## src/shared/dptm_pkg.sv

```systemverilog
// Operation
// - two independent pulse channels, zero and one
// - running channel lights indicator, status reads one
// - pulse length is range factor times scale
// - set write to bit starts that channel
// - reset write aborts pulse, status clears
// - status read at same bit as writes
// - controller waits one scan before reading status
package dptm_pkg;
  localparam int unsigned dptm_channels      = 2;
  localparam int unsigned dptm_clk_khz       = 125000;
  // timebase tick: one unit of 0.1 s
  localparam int unsigned dptm_tick_ms       = 100;
  localparam int unsigned dptm_tick_cycles   = dptm_tick_ms * dptm_clk_khz;
  localparam int unsigned dptm_scale_width   = 4;
  localparam int unsigned dptm_count_width   = 16;
  // range factors in ticks: x 0.3 s, x 3 s, x 30 s
  localparam logic [15:0] dptm_range_0p3_ticks = 16'h0003;
  localparam logic [15:0] dptm_range_3_ticks   = 16'h001e;
  localparam logic [15:0] dptm_range_30_ticks  = 16'h012c;
  typedef enum logic [1:0] {
    dptm_range_0p3_type_val,
    dptm_range_3_type_val,
    dptm_range_30_type_val
  } dptm_range_type;
  typedef enum logic [1:0] {
    dptm_op_none,
    dptm_op_set,
    dptm_op_reset
  } dptm_op_type;
endpackage

```

## src/shared/dptm_if.sv

```systemverilog
`timescale 1ns/1ns
`default_nettype none
interface dptm_if;
  import dptm_pkg::*;
  logic              wr_valid;
  dptm_op_type       wr_op;
  logic              wr_bit;
  logic [1:0]        status;
  modport device (input wr_valid, input wr_op, input wr_bit, output status);
  modport ctrl   (output wr_valid, output wr_op, output wr_bit, input status);
endinterface
`default_nettype wire

```

## src/hw/dptm_device.sv

```systemverilog
`timescale 1ns/1ns
`default_nettype none
module dptm_device #(
  parameter int unsigned tick_cycles = dptm_pkg::dptm_tick_cycles
) (
  input  wire logic                  clk,
  input  wire logic                  rst_n,
  dptm_if.device                     bus,
  input  wire dptm_pkg::dptm_range_type range_sel [2],
  input  wire logic [dptm_pkg::dptm_scale_width-1:0] scale [2],
  output logic [1:0]                 indicator
);
  import dptm_pkg::*;

  // width of the timebase divider; wide enough for a full 0.1 s count
  localparam int unsigned tick_width = 27;

  localparam logic [tick_width-1:0] tick_last = tick_width'(tick_cycles - 1);

  logic [tick_width-1:0] tick_count;

  logic [tick_width-1:0] next_tick_count;

  logic                  tick_wrap;

  logic                  tick;

  wire logic [1:0]       running;

  // divider wraps once per tick period
  assign tick_wrap = (tick_count == tick_last);

  always_comb begin
    if (tick_wrap) begin
      next_tick_count = 27'h0000000;
    end else begin
      next_tick_count = tick_count + 27'h0000001;
    end
  end

  always_ff @(posedge clk or negedge rst_n) begin
    if (!rst_n) begin
      tick_count <= 27'h0000000;
    end else begin
      tick_count <= next_tick_count;
    end
  end

  // shared 0.1 s enable pulse, one cycle wide
  always_ff @(posedge clk or negedge rst_n) begin
    if (!rst_n) begin
      tick <= 1'b0;
    end else begin
      tick <= tick_wrap;
    end
  end

  genvar ch;

  generate
    for (ch = 0; ch < dptm_channels; ch++) begin : g_chan

      logic [dptm_count_width-1:0] factor;

      logic [dptm_count_width-1:0] length;

      logic [dptm_count_width-1:0] remain;

      logic [dptm_count_width-1:0] next_remain;

      logic                        run;

      logic                        next_run;

      logic                        hit;

      logic                        req_set;

      logic                        req_clr;

      logic                        expire;

      assign hit = bus.wr_valid && (bus.wr_bit == 1'(ch));

      assign req_clr = hit && (bus.wr_op == dptm_op_reset);

      assign req_set = hit && (bus.wr_op == dptm_op_set);

      // last tick of the pulse
      assign expire = run && tick && (remain <= 16'h0001);

      always_comb begin
        case (range_sel[ch])
          dptm_range_0p3_type_val: begin
            factor = dptm_range_0p3_ticks;
          end
          dptm_range_3_type_val: begin
            factor = dptm_range_3_ticks;
          end
          dptm_range_30_type_val: begin
            factor = dptm_range_30_ticks;
          end
          default: begin
            factor = dptm_range_0p3_ticks;
          end
        endcase
      end

      // pulse length in ticks is range factor times scale
      assign length = 16'(factor * scale[ch]);

      always_comb begin
        next_run    = run;
        next_remain = remain;
        if (req_clr) begin
          next_run    = 1'b0;
          next_remain = 16'h0000;
        end else if (req_set && !run) begin
          // a zero length start is refused
          next_run    = (length != 16'h0000);
          next_remain = length;
        end else if (expire) begin
          next_run    = 1'b0;
          next_remain = 16'h0000;
        end else if (run && tick) begin
          next_remain = remain - 16'h0001;
        end
      end

      always_ff @(posedge clk or negedge rst_n) begin
        if (!rst_n) begin
          run <= 1'b0;
        end else begin
          run <= next_run;
        end
      end

      always_ff @(posedge clk or negedge rst_n) begin
        if (!rst_n) begin
          remain <= 16'h0000;
        end else begin
          remain <= next_remain;
        end
      end

      assign running[ch] = run;

    end
  endgenerate

  // status registered, so a start shows one cycle after the channel runs
  always_ff @(posedge clk or negedge rst_n) begin
    if (!rst_n) begin
      bus.status <= 2'h0;
    end else begin
      bus.status <= running;
    end
  end

  // indicator follows the same running state as status
  always_ff @(posedge clk or negedge rst_n) begin
    if (!rst_n) begin
      indicator <= 2'h0;
    end else begin
      indicator <= running;
    end
  end

endmodule
`default_nettype wire

```

## src/flat_wrapper.sv

```systemverilog
// flat-port wrapper written by rule: the top's interface ports become plain ports
module dptm_device_flat import dptm_pkg::*;
#(
  parameter int unsigned tick_cycles = dptm_pkg::dptm_tick_cycles
)
  (clk, rst_n, range_sel, scale, indicator, bus_wr_valid, bus_wr_op, bus_wr_bit, bus_status);
  dptm_if bus_i ();
  input  wire logic clk;
  input  wire logic rst_n;
  input  wire dptm_pkg::dptm_range_type range_sel[2];
  input  wire logic [dptm_pkg::dptm_scale_width-1:0] scale[2];
  output logic [1:0] indicator;
  input wire logic [$bits(bus_i.wr_valid)-1:0] bus_wr_valid;
  input wire logic [$bits(bus_i.wr_op)-1:0] bus_wr_op;
  input wire logic [$bits(bus_i.wr_bit)-1:0] bus_wr_bit;
  output wire logic [$bits(bus_i.status)-1:0] bus_status;
  assign bus_i.wr_valid = bus_wr_valid;
  assign bus_i.wr_op = bus_wr_op;
  assign bus_i.wr_bit = bus_wr_bit;
  assign bus_status = bus_i.status;
  dptm_device #(.tick_cycles(tick_cycles)) u_core (.clk(clk), .rst_n(rst_n), .bus(bus_i), .range_sel(range_sel), .scale(scale), .indicator(indicator));
endmodule
```

## config.mk

```make
export PLATFORM = sky130hd
export DESIGN_NAME = dptm_device_flat
export DESIGN_NICKNAME = d
export VERILOG_FILES = /design/src/shared/dptm_pkg.sv /design/src/shared/dptm_if.sv /design/src/hw/dptm_device.sv /design/src/flat_wrapper.sv
export SDC_FILE = /design/constraint.sdc
export NUM_CORES = 1
export LEC_CHECK = 0
export ABC_AREA = 1
export BUFFER_PORTS_ARGS = -buffer_cell sky130_fd_sc_hd__buf_2
export CORE_UTILIZATION = 64
export CTS_CLUSTER_DIAMETER = 150
export CTS_CLUSTER_SIZE = 20
export DETAILED_ROUTE_END_ITERATION = 7
export GPL_TIMING_DRIVEN = 0
export PLACE_DENSITY = 0.89
export SKIP_CTS_REPAIR_TIMING = 1
export SYNTH_ARGS = -nofsm -noshare
export SYNTH_HDL_FRONTEND = slang
export SYNTH_SLANG_ARGS = --single-unit
export TNS_END_PERCENT = 50
```

## constraint.sdc

```tcl
create_clock -name clk -period 2 [get_ports clk]
set_input_delay 0.2 -clock clk [delete_from_list [all_inputs] [get_ports clk]]
set_output_delay 0.2 -clock clk [all_outputs]
set_load 0.01 [all_outputs]
```

After elaboration in Yosys (flattened, before gate mapping)
Cells that the tools add are included.

Shifts and indexed selects: 0. Reduce and logical (&&, ||, !) cells: 20. Equality and inequality tests: 7. Add/sub/neg operators: 3. Bitwise operators: 1. Div/mod/pow operators: 0. Muxes and demuxes: 17. $mul: 2. Order comparisons: 2.

Operators with widths (count): $mux 16 (8); $pmux 9 s2 (2); $le 16x1->1 const B (2); $reduce_bool 16->1 (2); $sub 16x1->16 const B (2); $add 27x1->27 const B (1); $eq 27x24->1 const B (1); $mux 27 (1); $mul 16x4->16 (1); $mul 9x4->13 (1); $logic_and 1x1->1 (12); $reduce_bool 4->1 (2); $eq 2x1->1 const B (3); $eq 2x2->1 const B (3); $mux 1 (6); $reduce_bool 3->1 (2); $logic_not 1->1 (2); $not 1->1 (1).

Latch bits: 0. Memories: 0. Output and inout bits: 4. Bits in writable memories: 0. Register bits: 64. ROM bits: 0.

Logic depth before layout (Yosys ltp)
Depth in word-level cells: 6. Gate-level depth with buffers: 24. Mapped depth without buffers: 22.

Least setup slack after synthesis
No wires, ideal clock.

Path type: in2reg. Start: input port range_sel[0] in the netlist's numbering. End: register u_core.g_chan[1].run. Data arrival time: 3.301 ns. Stages: 22. Path buffers: 1. Setup slack: -1.418 ns. Cells stage by stage: inv_1 -> ha_1 -> clkbuf_1 -> inv_1 -> nand2_1 -> inv_1 -> fa_1 -> inv_1 -> fa_1 -> inv_1 -> ha_1 -> or2_2 -> nand3_1 -> nand2_1 -> nand2_1 -> nand2_1 -> nand2_1 -> nand2_1 -> nor2_1 -> nand2_1 -> nand2_1 -> nand2_1.

Cells in the longest elaborated chain, start to end: 6. Elaborated cells between the ends (all ways): 7. Those cells by class: mul: 1; eq/ne: 2; mux: 3; reduce/logical: 1.

RTL lines: from (decl) (line flat_wrapper.sv:10) `input wire dptm_pkg::dptm_range_type range_sel[2];`; $eq 2x2->1 / $eq 2x1->1 (equally long branches) (line dptm_device.sv:93) `case (range_sel[ch])`; $pmux 9 s2 * (line dptm_device.sv:93); $mul 16x4->16 * (line dptm_device.sv:110) `assign length = 16'(factor * scale[ch]);`; $reduce_bool 16->1 * (line dptm_device.sv:120) `next_run = (length != 16'h0000);`; $mux 1 * (line dptm_device.sv:118) `end else if (req_set && !run) begin`; $mux 1 * (line dptm_device.sv:115) `if (req_clr) begin`; to (signal assigned) (line dptm_device.sv:134) `run <= next_run;`; to (decl) (line dptm_device.sv:71) `logic run;`.

Every way passes the cells marked *; elsewhere a longest branch is shown, timed or not. A chain may end at the register's enable or synchronous reset.

Worst setup path in the final report
Start: input port range_sel[1] in the netlist's numbering. End: register u_core.g_chan[1].run.

Same word-level chain as after synthesis.

==> results.sh <==
export IMPL_cpMostUsedCell="nand2_1"
export IMPL_wl_per_cell_um=15.1
export IMPL_grt_pass1_wl_um=23000
export IMPL_vdd_ir_drop_max_v=0.000471
export IMPL_timing_final_hold_violations=64
export IMPL_hpwlAfterDp_um=10000
export IMPL_pin_count=22
export IMPL_start_kind="primary input"
export IMPL_h_tree_depth=3
export IMPL_maxSlewHeadroom_pct=48.0
export IMPL_synth_yosys_seq_area_share_pct=27.1
export IMPL_first_pass_iters=8
export IMPL_placed_area_um2=6310
export IMPL_antenna_cells=0
export IMPL_syn_to_final_growth_pct=18.5
export IMPL_syn_avg_cell_area_um2=6.92
export IMPL_clk_pin_slew_ps=70
export IMPL_setup_ws_ps=-1070
export IMPL_internal_power_mw=3.65
export IMPL_worst_slew_pin_slew_ps=780
export IMPL_fin_tns_setup_ps=-17760
export IMPL_period_needed_ps=3070
export IMPL_synth_mux_area_share_pct=0
export IMPL_async_flop_share_pct=100
export IMPL_synth_top_area_share_pct=27.1
export IMPL_cts_buffers_inserted=9
export IMPL_cts_tree="yes"
export IMPL_hp_class="in2async"
export IMPL_core_um2=8810
export IMPL_worstPathMaxFanout=4
export IMPL_final_common_cell="nand2_1"
export IMPL_failed_checks="DRC, hold timing, setup timing"
export IMPL_clock_power_share_pct=22.3
export IMPL_grt_pass1_vias=5412
export IMPL_first_iter_violations=660
export IMPL_antenna_left=0
export IMPL_power_frac_comb_pct=48.9
export IMPL_cp_cell_sequence="buf_2 > ha_1 > inv_1 > nand2_1 > fa_1 > inv_2 > fa_1 > inv_2 > fa_2 > inv_2 > nor2_2 > nand2_1 > nor2_1 > nand2_1 > nor2_1 > nand3_1 > nor2_1 > nand2_1 > nand2_1 > nand2_1"
export IMPL_period_share_pct=154
export IMPL_timing_hold_ws_ps=-65.2
export IMPL_synth_xor_xnor_area_share_pct=6.38
export IMPL_grt_max_degree=65
export IMPL_critPathCaptureType="flip-flop"
export IMPL_std_cell_rows=34
export IMPL_clockBufferDepth=2
export IMPL_grt_antenna_before_repair=0
export IMPL_synth_yosys_warnings=0
export IMPL_fmax_mhz=326
export IMPL_synthCells=853
export IMPL_synth_nets=928
export IMPL_cts_root_buf="clkbuf_8"
export IMPL_track_usage_pct=29.3
export IMPL_synth_fa_ha_area_share_pct=14.4
export IMPL_ys_types=41
export IMPL_num_vias=5850
export IMPL_maxCapViolCount=0
export IMPL_arrival_ps=3310
export IMPL_synthFlopType="dfrtp_1"
export IMPL_most_common_layout_cells="nand2_1, inv_1, nor2_1"
export IMPL_die_h_um=98.1
export IMPL_fin_area_um2=7000
export IMPL_wirelength_um=15300
export IMPL_drv_slew=0
export IMPL_cp_slowest_cell="fa_1"
export IMPL_via_per_inst=5.76
export IMPL_numPortBuffers=21
export IMPL_synth_simple_area_share_pct=36.1
export IMPL_setup_viol=22
export IMPL_critPathKind="in2reg"
export IMPL_synth_area_um2=5900
export IMPL_synth_compound_area_share_pct=5.28
export IMPL_worstSkewPairLatency_ps=340
export IMPL_crit_required_ps=2230
export IMPL_power_switching_mw=2.50
export IMPL_synth_seq_cells=64
export IMPL_die_area_um2=9610
export IMPL_synth_edf_count=0
export IMPL_outcome="finished with violations"
export IMPL_drive_gt1_share_pct=20.9
export IMPL_finClkSkew_ps=5.81
export IMPL_synth_top_family_by_area="simple AND/OR/NAND/NOR gates"
export IMPL_cts_sinks=64
export IMPL_max_stage_delay_ps=610
export IMPL_p_per_area_nw_per_um2=879
export IMPL_swShare_pct=40.6
export IMPL_die_w_um=98.1
export IMPL_gp_congestion=0.886
export IMPL_drc_errors=5
export IMPL_rsz0062_at_grt="yes"
export IMPL_p_seq_share_pct=28.8
export IMPL_yosysTopAreaCell="dfrtp_1"
export IMPL_place_ws_ps=-1500
export IMPL_nets=977
export IMPL_grt_overflow_total=0
export IMPL_leakagePower_nw=3.84
export IMPL_synth_area_top_cells="dfrtp_1, nand2_1, inv_1"
export IMPL_initial_core_util_pct=67.1
==> state kept, by name, indices dropped and copies added, names as in the netlist <==
signal / count
u_core.g_chan.remain: 32
u_core.g_chan.run: 2
u_core.tick: 1
u_core.tick_count: 27
u_core.bus.status: 2
==> power by group through the flow <==
stage               sequential [mW]  combinational, mW  clock [mW]
global route                   1.80               3.29        1.45
floorplan                      1.73               1.97           0
finish                         1.77               3.01        1.37
CTS                            1.76               2.49        1.39
global placement               1.77               2.32           0
detailed placement             1.78               2.43           0
==> Yosys cell counts (3+ instances only) <==
library cell  count
fa_1             18
ha_1             39
nand2_4           3
nor2_2            3
a21oi_1          15
nand3_1          63
buf_2             3
nor2_1           89
clkbuf_1          4
nand3b_1          4
xnor2_1          13
nand4_1          15
inv_1           144
nand2_1         244
nand3_2           4
o22ai_1          12
nor4_1           11
o21ai_0          21
nand2_2           7
nor3_1           17
xor2_1           30
dfrtp_1          64
buf_6             3
nor2_4            5
==> per-layer routing <==
layer  up-vias  track usage (%)  part of all wire [%]
met4         0             12.6                   3.9
met5         -                0                     0
li1       2773                -                     -
met2       306             51.0                    50
met3        70             4.29                   5.8
met1      2701             36.2                    40
==> logic make-up after synthesis <==
family | Yosys count
flops | 64
simple gates | 475
buf+inv | 160
fa+ha+maj | 57
compound gates | 54
xor+xnor | 43
==> metrics by stage <==
stage	utilization (%)	power, mW	instances
floorplan	-	3.70	853
global placement	71.7	4.09	982
detailed placement	71.7	4.21	982
CTS	74.5	5.63	998
global route	79.5	6.54	1015
finish	79.5	6.15	1015
==> area by class of cell <==
type                            instances  area [um^2]
Inverter                              147          574
Clock inverter                          5          104
Multi-Input combinational cell        629         4040
Fill cell                             538         1810
Timing Repair Buffer                   40          309
Buffer                                 11         88.8
Tap cell                              108          135
Sequential cell                        64         1600
Clock buffer                           11          141
==> worst max-delay path: cells and delay by family <==
family	cells	cell delay, ps
fa+ha+maj	4	1960
simple gates	11	800
buf+inv	5	360
==> path summary, 6_finish.rpt <==
kind,from,end,cells after the start,slack [ps]
setup / recovery,range_sel[1],u_core.g_chan[1].run$_DFFE_PN0P_,20,-1070
hold / removal,rst_n,u_core.tick_count[0]$_DFF_PN0_,1,-70
setup reg to reg,u_core.g_chan[1].remain[0]$_DFFE_PN0P_,u_core.g_chan[1].remain[6]$_DFFE_PN0P_,10,50
hold reg to reg,u_core.g_chan[0].run$_DFFE_PN0P_,u_core.bus.status[0]$_DFF_PN0_,0,460
max in group asynchronous,rst_n,u_core.g_chan[1].remain[0]$_DFFE_PN0P_,1,1520
min in group clk,scale[0],u_core.g_chan[1].remain[0]$_DFFE_PN0P_,5,290
Note: power is estimated with default switching activity, not from simulation.
